--- src/include/overrange_map.svh ---
/*
  register offsets, field positions, reset values and widths for the over-range
  status and auxiliary clock output block.
  assumes: included by bare name from the package and the design modules.
*/
`ifndef OVERRANGE_MAP_SVH
`define OVERRANGE_MAP_SVH

// ----------------------------------------------------------------------
// widths
// ----------------------------------------------------------------------
`define OVR_SAMPLE_W 9
`define OVR_COUNT_W 8
`define OVR_ADDR_W 8

// ----------------------------------------------------------------------
// register byte offsets
// ----------------------------------------------------------------------
`define OVR_THRESH_OFS 8'h00
`define OVR_PULSE_OFS 8'h04
`define OVR_CLKCTL_OFS 8'h08
`define OVR_STATUS_OFS 8'h0C

// ----------------------------------------------------------------------
// field positions
// ----------------------------------------------------------------------
`define OVR_CLKCTL_OVERRIDE_BIT 0
`define OVR_CLKCTL_SEL_LSB 1
`define OVR_STATUS_FLAG_LSB 0
`define OVR_STATUS_CLKMODE_BIT 3
`define OVR_STATUS_SEL_LSB 4
`define OVR_STATUS_PD_BIT 6
`define OVR_STATUS_PLL_BIT 7

// ----------------------------------------------------------------------
// reset values
// ----------------------------------------------------------------------
`define OVR_THRESH_RST 9'h1F0
`define OVR_PULSE_RST 8'h04
`define OVR_SEL_RST 2'h0

// ----------------------------------------------------------------------
// clock select codes and bus responses
// ----------------------------------------------------------------------
`define OVR_SEL_FLAG 2'h0
`define OVR_SEL_DIV1 2'h1
`define OVR_SEL_DIV2 2'h2
`define OVR_SEL_DIV4 2'h3
`define AXI_RESP_OKAY 2'b00
`define AXI_RESP_SLVERR 2'b10

`endif

--- src/include/overrange_pkg.sv ---
/*
  types shared by the over-range status and auxiliary clock output block.
  assumes: overrange_map.svh sits on the include path.
*/
`include "overrange_map.svh"

package overrange_pkg;

  // ----------------------------------------------------------------------
  // software settings
  // ----------------------------------------------------------------------
  typedef struct packed {
    logic [`OVR_SAMPLE_W-1:0] overrangeThreshold;
    logic [`OVR_COUNT_W-1:0] overrangeMinPulseCount;
    logic selOverride;
    logic [1:0] auxClockSelectReg;
  } cfg_t;

  // ----------------------------------------------------------------------
  // one converter sample
  // ----------------------------------------------------------------------
  typedef struct packed {
    logic valid;
    logic [`OVR_SAMPLE_W-1:0] data;
  } sample_t;

  // ----------------------------------------------------------------------
  // what the channel C pin carries
  // ----------------------------------------------------------------------
  typedef enum logic [1:0] {
    PIN_FLAG,
    PIN_CLOCK,
    PIN_STOPPED
  } pin_mode_t;

endpackage

--- src/logic/overrange_hold.sv ---
/*
  one channel of over-range detection with a minimum-length hold.
  assumes: samples synchronous to core_clk; settings stable or changed by software.
*/
`timescale 1ns/1ps
`include "overrange_map.svh"

module overrange_hold (
  input wire logic core_clk,
  input wire logic rst_n,
  input wire logic enable,
  input wire overrange_pkg::sample_t sample,
  input wire logic [`OVR_SAMPLE_W-1:0] threshold,
  input wire logic [`OVR_COUNT_W-1:0] minPulse,
  output logic flag
);

  // ----------------------------------------------------------------------
  // compare and reload
  // ----------------------------------------------------------------------
  logic [`OVR_COUNT_W-1:0] holdCnt_r;
  logic [`OVR_COUNT_W-1:0] holdCnt_nxt;
  logic flag_r;
  logic flag_nxt;
  wire logic exceed = enable && sample.valid && (sample.data > threshold);
  wire logic [`OVR_COUNT_W-1:0] reloadVal = (minPulse == '0) ? `OVR_COUNT_W'(1) : minPulse;

  assign holdCnt_nxt = !enable ? '0 :
                       exceed ? reloadVal :
                       (holdCnt_r != '0) ? holdCnt_r - `OVR_COUNT_W'(1) : '0;
  assign flag_nxt = exceed || (enable && holdCnt_r > `OVR_COUNT_W'(1));

  always_ff @(posedge core_clk or negedge rst_n) begin
    if (!rst_n) begin
      holdCnt_r <= '0;
      flag_r <= 1'b0;
    end else begin
      holdCnt_r <= holdCnt_nxt;
      flag_r <= flag_nxt;
    end
  end

  assign flag = flag_r;

endmodule // overrange_hold

--- src/logic/overrange_status_clock_out.sv ---
/*
  over-range status outputs for channels A, B, C with the channel C pin shared
  as an auxiliary clock output, plus the repeated reference clock; AXI4-Lite
  register slave.
  assumes: all inputs synchronous to core_clk; the reference clocks arrive as
  sampled levels well below core_clk / 2.
*/
// The AXI4-Lite register port and the placing of the registers were decided locally.
`timescale 1ns/1ps
`include "overrange_map.svh"

module overrange_status_clock_out #(
  parameter int CHANNEL_COUNT = 4
) (
  input wire logic core_clk,
  input wire logic rst_n,
  input wire overrange_pkg::sample_t chanASample,
  input wire overrange_pkg::sample_t chanBSample,
  input wire overrange_pkg::sample_t chanCSample,
  input wire logic refClockDiffIn,
  input wire logic refClockSeIn,
  input wire logic refClockSeSel,
  input wire logic pllEnable,
  input wire logic powerDownPin,
  input wire logic [1:0] auxClockSelect,
  output logic chanAOverrangeOut,
  output logic chanBOverrangeOut,
  output logic chanCOverrangeOrClockOut,
  output logic refClockRepeatOut,
  input wire logic [`OVR_ADDR_W-1:0] s_axi_awaddr,
  input wire logic s_axi_awvalid,
  output logic s_axi_awready,
  input wire logic [31:0] s_axi_wdata,
  input wire logic [3:0] s_axi_wstrb,
  input wire logic s_axi_wvalid,
  output logic s_axi_wready,
  output logic [1:0] s_axi_bresp,
  output logic s_axi_bvalid,
  input wire logic s_axi_bready,
  input wire logic [`OVR_ADDR_W-1:0] s_axi_araddr,
  input wire logic s_axi_arvalid,
  output logic s_axi_arready,
  output logic [31:0] s_axi_rdata,
  output logic [1:0] s_axi_rresp,
  output logic s_axi_rvalid,
  input wire logic s_axi_rready
);

  // ----------------------------------------------------------------------
  // address decode helper
  // ----------------------------------------------------------------------
  function automatic logic isMapped(input logic [`OVR_ADDR_W-1:0] a);
    isMapped = (a == `OVR_THRESH_OFS) || (a == `OVR_PULSE_OFS) ||
               (a == `OVR_CLKCTL_OFS) || (a == `OVR_STATUS_OFS);
  endfunction

  // ----------------------------------------------------------------------
  // register bus: write path
  // ----------------------------------------------------------------------
  overrange_pkg::cfg_t cfg_r;
  overrange_pkg::cfg_t cfg_nxt;
  logic [`OVR_ADDR_W-1:0] wAddr_r;
  logic [31:0] wData_r;
  logic [3:0] wStrb_r;
  logic awHeld_r;
  logic wHeld_r;
  logic awReady_r;
  logic wReady_r;
  logic bValid_r;
  logic [1:0] bResp_r;

  wire logic awTake = s_axi_awvalid && awReady_r;
  wire logic wTake = s_axi_wvalid && wReady_r;
  wire logic doWrite = awHeld_r && wHeld_r && !bValid_r;
  wire logic bDone = bValid_r && s_axi_bready;

  always_comb begin
    cfg_nxt = cfg_r;
    if (doWrite && wAddr_r == `OVR_THRESH_OFS) begin
      if (wStrb_r[0]) cfg_nxt.overrangeThreshold[7:0] = wData_r[7:0];
      if (wStrb_r[1]) cfg_nxt.overrangeThreshold[8] = wData_r[8];
    end
    if (doWrite && wAddr_r == `OVR_PULSE_OFS && wStrb_r[0]) begin
      cfg_nxt.overrangeMinPulseCount = wData_r[`OVR_COUNT_W-1:0];
    end
    if (doWrite && wAddr_r == `OVR_CLKCTL_OFS && wStrb_r[0]) begin
      cfg_nxt.selOverride = wData_r[`OVR_CLKCTL_OVERRIDE_BIT];
      cfg_nxt.auxClockSelectReg = wData_r[`OVR_CLKCTL_SEL_LSB +: 2];
    end
  end

  always_ff @(posedge core_clk or negedge rst_n) begin
    if (!rst_n) begin
      cfg_r <= '{`OVR_THRESH_RST, `OVR_PULSE_RST, 1'b0, `OVR_SEL_RST};
    end else begin
      cfg_r <= cfg_nxt;
    end
  end

  always_ff @(posedge core_clk or negedge rst_n) begin
    if (!rst_n) begin
      wAddr_r <= '0;
      wData_r <= '0;
      wStrb_r <= '0;
      awHeld_r <= 1'b0;
      wHeld_r <= 1'b0;
      awReady_r <= 1'b1;
      wReady_r <= 1'b1;
      bValid_r <= 1'b0;
      bResp_r <= `AXI_RESP_OKAY;
    end else begin
      if (awTake) begin
        wAddr_r <= s_axi_awaddr;
        awHeld_r <= 1'b1;
        awReady_r <= 1'b0;
      end
      if (wTake) begin
        wData_r <= s_axi_wdata;
        wStrb_r <= s_axi_wstrb;
        wHeld_r <= 1'b1;
        wReady_r <= 1'b0;
      end
      if (doWrite) begin
        awHeld_r <= 1'b0;
        wHeld_r <= 1'b0;
        bValid_r <= 1'b1;
        bResp_r <= isMapped(wAddr_r) ? `AXI_RESP_OKAY : `AXI_RESP_SLVERR;
      end
      if (bDone) begin
        bValid_r <= 1'b0;
        awReady_r <= 1'b1;
        wReady_r <= 1'b1;
      end
    end
  end

  // ----------------------------------------------------------------------
  // over-range detection per channel
  // ----------------------------------------------------------------------
  logic flagA;
  logic flagB;
  logic flagC;
  wire logic chanBPresent = (CHANNEL_COUNT >= 2);
  wire logic chanCPresent = (CHANNEL_COUNT >= 4);

  overrange_hold holdA (
    .core_clk(core_clk),
    .rst_n(rst_n),
    .enable(1'b1),
    .sample(chanASample),
    .threshold(cfg_r.overrangeThreshold),
    .minPulse(cfg_r.overrangeMinPulseCount),
    .flag(flagA)
  );

  overrange_hold holdB (
    .core_clk(core_clk),
    .rst_n(rst_n),
    .enable(chanBPresent),
    .sample(chanBSample),
    .threshold(cfg_r.overrangeThreshold),
    .minPulse(cfg_r.overrangeMinPulseCount),
    .flag(flagB)
  );

  overrange_hold holdC (
    .core_clk(core_clk),
    .rst_n(rst_n),
    .enable(chanCPresent),
    .sample(chanCSample),
    .threshold(cfg_r.overrangeThreshold),
    .minPulse(cfg_r.overrangeMinPulseCount),
    .flag(flagC)
  );

  // ----------------------------------------------------------------------
  // reference clock repeat and dividers
  // ----------------------------------------------------------------------
  logic refRepeat_r;
  logic div2_r;
  logic div4_r;
  wire logic refSelected = refClockSeSel ? refClockSeIn : refClockDiffIn;
  wire logic refRise = refSelected && !refRepeat_r;
  wire logic div2Rise = refRise && !div2_r;

  always_ff @(posedge core_clk or negedge rst_n) begin
    if (!rst_n) begin
      refRepeat_r <= 1'b0;
      div2_r <= 1'b0;
      div4_r <= 1'b0;
    end else begin
      refRepeat_r <= refSelected;
      if (refRise) div2_r <= !div2_r;
      if (div2Rise) div4_r <= !div4_r;
    end
  end

  // ----------------------------------------------------------------------
  // channel C pin mode and output select
  // ----------------------------------------------------------------------
  wire logic [1:0] effSel = cfg_r.selOverride ? cfg_r.auxClockSelectReg : auxClockSelect;
  wire logic clockWanted = (effSel != `OVR_SEL_FLAG) && pllEnable;
  wire overrange_pkg::pin_mode_t pinMode = !clockWanted ? overrange_pkg::PIN_FLAG :
                                           powerDownPin ? overrange_pkg::PIN_STOPPED :
                                           overrange_pkg::PIN_CLOCK;
  logic divClock;
  logic chanCPin;

  always_comb begin
    case (effSel)
      `OVR_SEL_DIV1: divClock = refSelected;
      `OVR_SEL_DIV2: divClock = refRise ? !div2_r : div2_r;
      `OVR_SEL_DIV4: divClock = div2Rise ? !div4_r : div4_r;
      default: divClock = 1'b0;
    endcase
  end

  always_comb begin
    case (pinMode)
      overrange_pkg::PIN_FLAG: chanCPin = flagC;
      overrange_pkg::PIN_CLOCK: chanCPin = divClock;
      overrange_pkg::PIN_STOPPED: chanCPin = 1'b0;
      default: chanCPin = 1'b0;
    endcase
  end

  logic outA_r;
  logic outB_r;
  logic outC_r;
  logic outRef_r;

  always_ff @(posedge core_clk or negedge rst_n) begin
    if (!rst_n) begin
      outA_r <= 1'b0;
      outB_r <= 1'b0;
      outC_r <= 1'b0;
      outRef_r <= 1'b0;
    end else begin
      outA_r <= flagA;
      outB_r <= flagB;
      outC_r <= chanCPin;
      outRef_r <= refSelected && !powerDownPin;
    end
  end

  assign chanAOverrangeOut = outA_r;
  assign chanBOverrangeOut = outB_r;
  assign chanCOverrangeOrClockOut = outC_r;
  assign refClockRepeatOut = outRef_r;

  // ----------------------------------------------------------------------
  // register bus: read path
  // ----------------------------------------------------------------------
  logic arReady_r;
  logic rValid_r;
  logic [31:0] rData_r;
  logic [1:0] rResp_r;
  wire logic arTake = s_axi_arvalid && arReady_r;
  wire logic [31:0] statusWord = {24'h00_0000, pllEnable, powerDownPin, effSel,
                                  pinMode == overrange_pkg::PIN_CLOCK, flagC, flagB, flagA};
  wire logic [31:0] readWord =
    (s_axi_araddr == `OVR_THRESH_OFS) ? {23'h00_0000, cfg_r.overrangeThreshold} :
    (s_axi_araddr == `OVR_PULSE_OFS) ? {24'h00_0000, cfg_r.overrangeMinPulseCount} :
    (s_axi_araddr == `OVR_CLKCTL_OFS) ? {29'h0000_0000, cfg_r.auxClockSelectReg, cfg_r.selOverride} :
    (s_axi_araddr == `OVR_STATUS_OFS) ? statusWord : 32'h0000_0000;

  always_ff @(posedge core_clk or negedge rst_n) begin
    if (!rst_n) begin
      arReady_r <= 1'b1;
      rValid_r <= 1'b0;
      rData_r <= '0;
      rResp_r <= `AXI_RESP_OKAY;
    end else begin
      if (arTake) begin
        arReady_r <= 1'b0;
        rValid_r <= 1'b1;
        rData_r <= readWord;
        rResp_r <= isMapped(s_axi_araddr) ? `AXI_RESP_OKAY : `AXI_RESP_SLVERR;
      end else if (rValid_r && s_axi_rready) begin
        rValid_r <= 1'b0;
        arReady_r <= 1'b1;
      end
    end
  end

  assign s_axi_awready = awReady_r;
  assign s_axi_wready = wReady_r;
  assign s_axi_bvalid = bValid_r;
  assign s_axi_bresp = bResp_r;
  assign s_axi_arready = arReady_r;
  assign s_axi_rvalid = rValid_r;
  assign s_axi_rdata = rData_r;
  assign s_axi_rresp = rResp_r;

endmodule // overrange_status_clock_out

--- config.mk ---
export PLATFORM = sky130hd
export DESIGN_NAME = overrange_status_clock_out
export DESIGN_NICKNAME = d
export VERILOG_FILES = /design/src/include/overrange_pkg.sv /design/src/logic/overrange_hold.sv /design/src/logic/overrange_status_clock_out.sv
export VERILOG_INCLUDE_DIRS = /design/src /design/src/include
export SDC_FILE = /design/constraint.sdc
export NUM_CORES = 1
export LEC_CHECK = 0
export ABC_AREA = 1
export BUFFER_PORTS_ARGS = -buffer_cell sky130_fd_sc_hd__buf_2
export CELL_PAD_IN_SITES_DETAIL_PLACEMENT = 1
export CELL_PAD_IN_SITES_GLOBAL_PLACEMENT = 2
export CORE_MARGIN = 2
export CORE_UTILIZATION = 25
export CTS_CLUSTER_DIAMETER = 120
export DETAILED_ROUTE_END_ITERATION = 16
export MAX_ROUTING_LAYER = met4
export PLACE_DENSITY_LB_ADDON = 0.1
export SYNTH_ARGS = -nofsm -noshare
export SYNTH_HDL_FRONTEND = slang
export SYNTH_HIERARCHICAL = 1
export SYNTH_SLANG_ARGS = --single-unit
--- constraint.sdc ---
create_clock -name core_clk -period 1.8 [get_ports core_clk]
set_input_delay 0.36 -clock core_clk [delete_from_list [all_inputs] [get_ports core_clk]]
set_output_delay 0.36 -clock core_clk [all_outputs]
set_load 0.1 [all_outputs]
==> impl_metrics.json, run 1 <==
{
  "finalCriticalPeriod_ps": 1930,
  "fin_nets": 1047,
  "ys.flop_type": "dfrtp_1",
  "path_cells": "inv_1 > ha_4 > nand2_2 > buf_4 > nor2_4 > o21ai_4 > nand2_4 > nand2_8 > nand2_4 > nand2_2 > nor2_2",
  "ys_async_sr_fraction_pct": 100,
  "setup.worst_path.end": "holdB/holdCnt_r[3]",
  "gp_congestion": 0.737,
  "grt_pass1_vias": 5753,
  "vias": 5269,
  "cp.arrival_ps": 2220,
  "drc": 0,
  "yosys_warnings": 6,
  "io_buffers": 90,
  "rows": 57,
  "start_util_pct": 25.3,
  "ff2ff_setup_slack_ps": -130,
  "report.final.slew_viol_count": 0,
  "endpoint_kind": "flop",
  "min_path_type": "in -> reg",
  "fin_skew_ps": 11.2,
  "ioPinCount": 141,
  "post-route-util_pct": 32.9,
  "wirelength_um": 18500,
  "clockBufferDepth": 2,
  "maxCapViolCount": 0,
  "layout_worst_path_cycle_share_pct": 107,
  "chipWidth_um": 160,
  "ys_seq_elements": 91,
  "crit_fanout": 5,
  "cellPowerDensity_nw_per_um2": 1500,
  "firstDrtPassIters": 4,
  "syn_to_final_growth_pct": 29.9,
  "place_inst": 1210,
  "core-area_um2": 24100,
  "avgSynthCellArea_um2": 7.75,
  "p_total_mw": 11.8,
  "relSlewSlack_pct": 55.9,
  "crit_type": "reg -> reg",
  "die_h_um": 160,
  "path_clk_slew_ps": 80,
  "wl_per_cell_um": 14.9,
  "num_antenna_cells": 0,
  "max_freq_ghz": 0.519,
  "start_kind": "flop",
  "critPathLaunch": "cfg_r[15]",
  "worst_pin_slew_ps": 662,
  "viasPerCell": 4.24,
  "setup_viol": 25,
  "violations": "negative setup slack",
  "overflow": 0,
  "cts_root_buffer": "clkbuf_16",
  "final_cells": 1243,
  "dp_hpwl_um": 13600,
  "antenna_found_initial": 0,
  "synth_edf_count": 0,
  "layout-drive-gt1-share_pct": 36.2,
  "grt_max_degree": 33,
  "yosysUniqueCellTypes": 39,
  "fp.dieArea_um2": 25700,
  "rr_worst_depth": 11,
  "synthCells": 787,
  "outcome": "finished, violations left",
  "detail-route-antenna-nets": 0,
  "htree_num_levels": 3,
  "rsz0062_at_grt": "yes",
  "reg2reg_from": "cfg_r[15]",
  "grt_usage_pct": 15.4,
  "drtIter0Drc": 150,
  "numClockSinks": 91,
  "critPathSlowestCell": "dfstp_2",
  "p_leak_nw": 3.87,
  "critPathRequiredTime_ps": 2090,
  "synth_seq_area_share_pct": 37.5,
  "synth_area_um2": 6100,
  "r2r_end": "holdB/holdCnt_r[3]",
  "whs_path_depth": 2,
  "ir_drop_mv": 0.665,
  "cts-buffers-inserted": 9,
  "cp_slowest_stage_delay_ps": 610,
  "clk_latency_ps": 360,
  "grt_pass1_wl_um": 30100,
  "fin_ws_ps": -125,
  "hold_viol_final": 0,
  "cts_tree": "built"
}
==> worst min path at each step <==
stage                              from       endpoint  slack, ps
final                      s_axi_wvalid   s_axi_wready        160
after global routing      s_axi_awvalid  s_axi_awready        170
after CTS                 s_axi_awvalid  s_axi_awready        140
after detailed placement          rst_n   s_axi_rvalid        290
after global placement            rst_n   s_axi_rvalid        290
after floorplan                   rst_n       awHeld_r         60
==> cell type report <==
type | instances | area (um2)
Tap cell | 324 | 405
Multi-Input combinational cell | 582 | 3740
Timing Repair Buffer | 116 | 729
Timing Repair inverter | 1 | 7.51
Sequential cell | 91 | 2290
Inverter | 113 | 439
Clock buffer | 9 | 225
Clock inverter | 7 | 82.6
Fill cell | 2934 | 16200
==> synth_stat cells (4+ instances only) <==
cell / instances / share of area [%]
or2_2: 4 / 0.41
inv_2: 14 / 0.86
buf_4: 25 / 3.1
nand2_2: 33 / 3.4
o21ai_0: 27 / 2.2
o21ai_1: 5 / 0.41
dfstp_2: 9 / 3.9
nor2_4: 8 / 1.5
nand3_1: 51 / 4.2
dfrtp_1: 82 / 34
nor2_1: 86 / 5.3
inv_1: 95 / 5.8
o21ai_2: 19 / 2.7
nor2_2: 27 / 2.8
ha_1: 37 / 7.6
a21oi_1: 22 / 1.8
nand2_4: 6 / 1.1
nor3_1: 5 / 0.41
nand2_1: 187 / 12
==> metal layers <==
| metal | up-vias | track usage, % | share of wire (%) |
|---|---|---|---|
| met5 | - | - | 0 |
| met4 | 0 | 2.87 | 1.1 |
| met3 | 12 | 2.94 | 3.1 |
| met2 | 82 | 27.4 | 51 |
| met1 | 2509 | 18.2 | 45 |
| li1 | 2666 | - | - |
==> state kept, by name, indices dropped and copies added, names as in the netlist, 2 cells and up <==
name / count
cfg_r: 20
s_axi_rdata: 9
wData_r: 9
holdA/holdCnt_r: 8
holdB/holdCnt_r: 8
holdC/holdCnt_r: 8
wAddr_r: 8
wStrb_r: 2
==> through the flow <==
step | worst slack [ps] | TNS (ps) | hold slack, ps | cell area, um2
final | -125 | -1880 | 157 | 7920
after global routing | -226 | -4820 | 165 | 7920
after CTS | -127 | -2570 | 144 | 7780
after detailed placement | -181 | -3420 | 294 | 6920
after global placement | -138 | -2390 | 285 | 6920
after floorplan | 120 | 0 | 64.4 | 6200
==> worst max-delay path, delay by kind of cell (launching register included) <==
kind,cells,cell delay (ps)
AO/OA/AOI/OAI,1,90
adder cells (fa/ha/maj),1,280
buffers and inverters,2,230
flip-flops,1,610
AND/OR/NAND/NOR,7,630
==> cell usage in the layout (no fill, tap or decap), types with 14 or more instances in the layout <==
master / count
nand2_1: 176
buf_2: 89
buf_4: 19
nand2_2: 37
nand3_1: 42
o21ai_2: 16
ha_1: 24
inv_1: 90
o21ai_0: 27
nor2_2: 27
a21oi_1: 14
nor2_1: 72
dfrtp_1: 82
nor2_4: 22
inv_2: 16
nand2_4: 14
conb_1: 28
==> where the power goes <==
| part | switching [mW] | leakage [nW] | internal, mW |
|---|---|---|---|
| registers | 0.702 | 1.15 | 2.79 |
| logic | 4.14 | 2.57 | 2.20 |
| clock network | 1.01 | 0.148 | 0.997 |
==> logic make-up after synthesis <==
group	after synthesis	share of synthesized area [%]
AO/OA/AOI/OAI	84	8.51
other	2	0.123
XOR/XNOR	4	0.575
flip-flops	91	37.5
buffers and inverters	146	11.7
AND/OR/NAND/NOR	423	34.0
adder cells (fa/ha/maj)	37	7.59
==> repair_timing <==
action | CTS | global route
hold buffers | 1 | 0
pin swaps | 20 | 18
resized for setup | 66 | 31
buffers inserted | 8 | 1
endpoints found under the hold margin | 16 | 0
setup endpoints to repair | 27 | 27
cloned | 7 | 0
Power figures use the tool's default switching activity.
==> inputs of run 2 (changes only) <==
--- a/config.mk
+++ b/config.mk
@@ -11,7 +11,7 @@
 export CELL_PAD_IN_SITES_DETAIL_PLACEMENT = 1
 export CELL_PAD_IN_SITES_GLOBAL_PLACEMENT = 2
 export CORE_MARGIN = 2
-export CORE_UTILIZATION = 25
+export CORE_UTILIZATION = 31
 export CTS_CLUSTER_DIAMETER = 120
 export DETAILED_ROUTE_END_ITERATION = 16
 export MAX_ROUTING_LAYER = met4
==> impl_metrics.json, run 2 (synthesized netlist as in run 1, its figures left out) <==
{
  "cts_tree": "built",
  "whs_path_depth": 2,
  "cts-buffers-inserted": 9,
  "hold_viol_final": 0,
  "dp_hpwl_um": 12900,
  "grt_max_degree": 34,
  "relSlewSlack_pct": 62.6,
  "post-route-util_pct": 40.3,
  "largest_reg_flops": 20,
  "setup_viol": 26,
  "crit_fanout": 5,
  "violations": "negative setup slack",
  "drtIter0Drc": 149,
  "final_common_cell": "nand2_1",
  "switchingPower_mw": 5.80,
  "vias": 5296,
  "gp_congestion": 0.770,
  "clk_latency_ps": 360,
  "overflow": 0,
  "chipWidth_um": 144,
  "rows": 51,
  "worst_pin_slew_ps": 561,
  "fin_ws_ps": -121,
  "io_buffers": 90,
  "htree_num_levels": 3,
  "finalCriticalPeriod_ps": 1920,
  "ir_drop_mv": 0.830,
  "clockBufferDepth": 2,
  "drc": 0,
  "layout-drive-gt1-share_pct": 37.4,
  "clkPwrFrac_pct": 15.8,
  "detail-route-antenna-nets": 0,
  "start_kind": "flop",
  "fp.dieArea_um2": 20800,
  "critPathRequiredTime_ps": 2050,
  "wl_per_cell_um": 15.0,
  "min_path_type": "in -> reg",
  "setup-tns-final_ps": -1840,
  "ioPinCount": 141,
  "place_area_um2": 6830,
  "numClockSinks": 91,
  "endpoint_kind": "flop",
  "cp.arrival_ps": 2170,
  "rr_worst_depth": 12,
  "max_freq_ghz": 0.520,
  "maxCapViolCount": 0,
  "p_leak_nw": 3.86,
  "report.final.slew_viol_count": 0,
  "layout_worst_path_cycle_share_pct": 107,
  "ff2ff_setup_slack_ps": -120,
  "cts_root_buffer": "clkbuf_16",
  "die_h_um": 144,
  "antenna_found_initial": 0,
  "crit_type": "reg -> reg",
  "viasPerCell": 4.47,
  "p_total_mw": 11.8,
  "finalInstanceArea_um2": 7810,
  "p_int_mw": 6.02,
  "fin_skew_ps": 7.77,
  "path_clk_slew_ps": 70,
  "grt_pass1_wl_um": 28700,
  "outcome": "finished, violations left",
  "firstDrtPassIters": 4,
  "syn_to_final_growth_pct": 28.1,
  "whs_ps": 166,
  "cellPowerDensity_nw_per_um2": 1510,
  "rsz0062_at_grt": "yes",
  "wirelength_um": 17800,
  "grt_pass1_vias": 5688,
  "num_antenna_cells": 0,
  "start_util_pct": 31.4,
  "sw_frac_of_total_pct": 49.1,
  "top_register": "cfg_r",
  "final_cell_mix": "172 x nand2_1, 89 x buf_2, 86 x inv_1, 82 x dfrtp_1, 71 x nor2_1",
  "combPwrFrac_pct": 54.9,
  "grt_usage_pct": 18.5,
  "power_frac_seq_pct": 29.3,
  "core-area_um2": 19400,
  "fin_nets": 1049
}
-- run 2: path summary, 6_finish.rpt --
kind / startpoint / to
max reg2reg: cfg_r[19] / holdB/holdCnt_r[0]
max: cfg_r[19] / holdB/holdCnt_r[0]
min in group asynchronous: rst_n / s_axi_rvalid
min reg2reg: holdB/flag / chanBOverrangeOut
max in group asynchronous: rst_n / cfg_r[17]
min: s_axi_wvalid / s_axi_wready
-- run 2: what timing repair did --
action | CTS | global route
cloned | 6 | 0
buffers inserted | 10 | 4
hold endpoints to repair | 23 | 0
hold buffers | 1 | 0
pin swaps | 18 | 35
gates resized for setup | 55 | 54
endpoints found under the setup margin | 27 | 27
-- run 2: power groups by stage --
stage	logic, mW	registers, mW	clock network, mW
floorplan	3.72	4.02	0
global placement	5.41	3.48	0
detailed placement	5.59	3.51	0
CTS	6.06	3.50	1.93
global route	7.27	3.57	2.01
finish	6.50	3.46	1.86
-- run 2: area by class of cell --
class | instances | area (um2)
clock buffers | 9 | 225
multi-input cells | 582 | 3730
well taps | 265 | 332
flip-flops and latches | 91 | 2290
inverters | 113 | 442
repair buffers | 119 | 734
clock inverters | 7 | 56.3
fillers | 2434 | 11600
-- run 2: critical path, stage by stage, from the launching register on --
cell,delay (ps)
dfstp_2,580
buf_12,120
inv_2,40
ha_4,260
nand2_4,80
inv_4,40
nand2_2,60
nand2_2,50
nor2_4,140
nand2_4,130
buf_6,150
a21oi_2,100
nor2_1,50
-- run 2: per-stage QoR --
stage,setup WS [ps],cells
after floorplan,120,813
after CTS,-99.7,1182
after global routing,-217,1186
after detailed placement,-157,1149
final,-121,1186
after global placement,-108,1149
-- run 2: routing by layer --
layer | vias to the layer above | part of all wire, % | GRT usage (%)
li1 | 2679 | - | -
met1 | 2526 | 44 | 22.0
met2 | 81 | 52 | 32.9
met3 | 10 | 2.5 | 2.42
met4 | 0 | 1.1 | 5.31
met5 | - | 0 | -
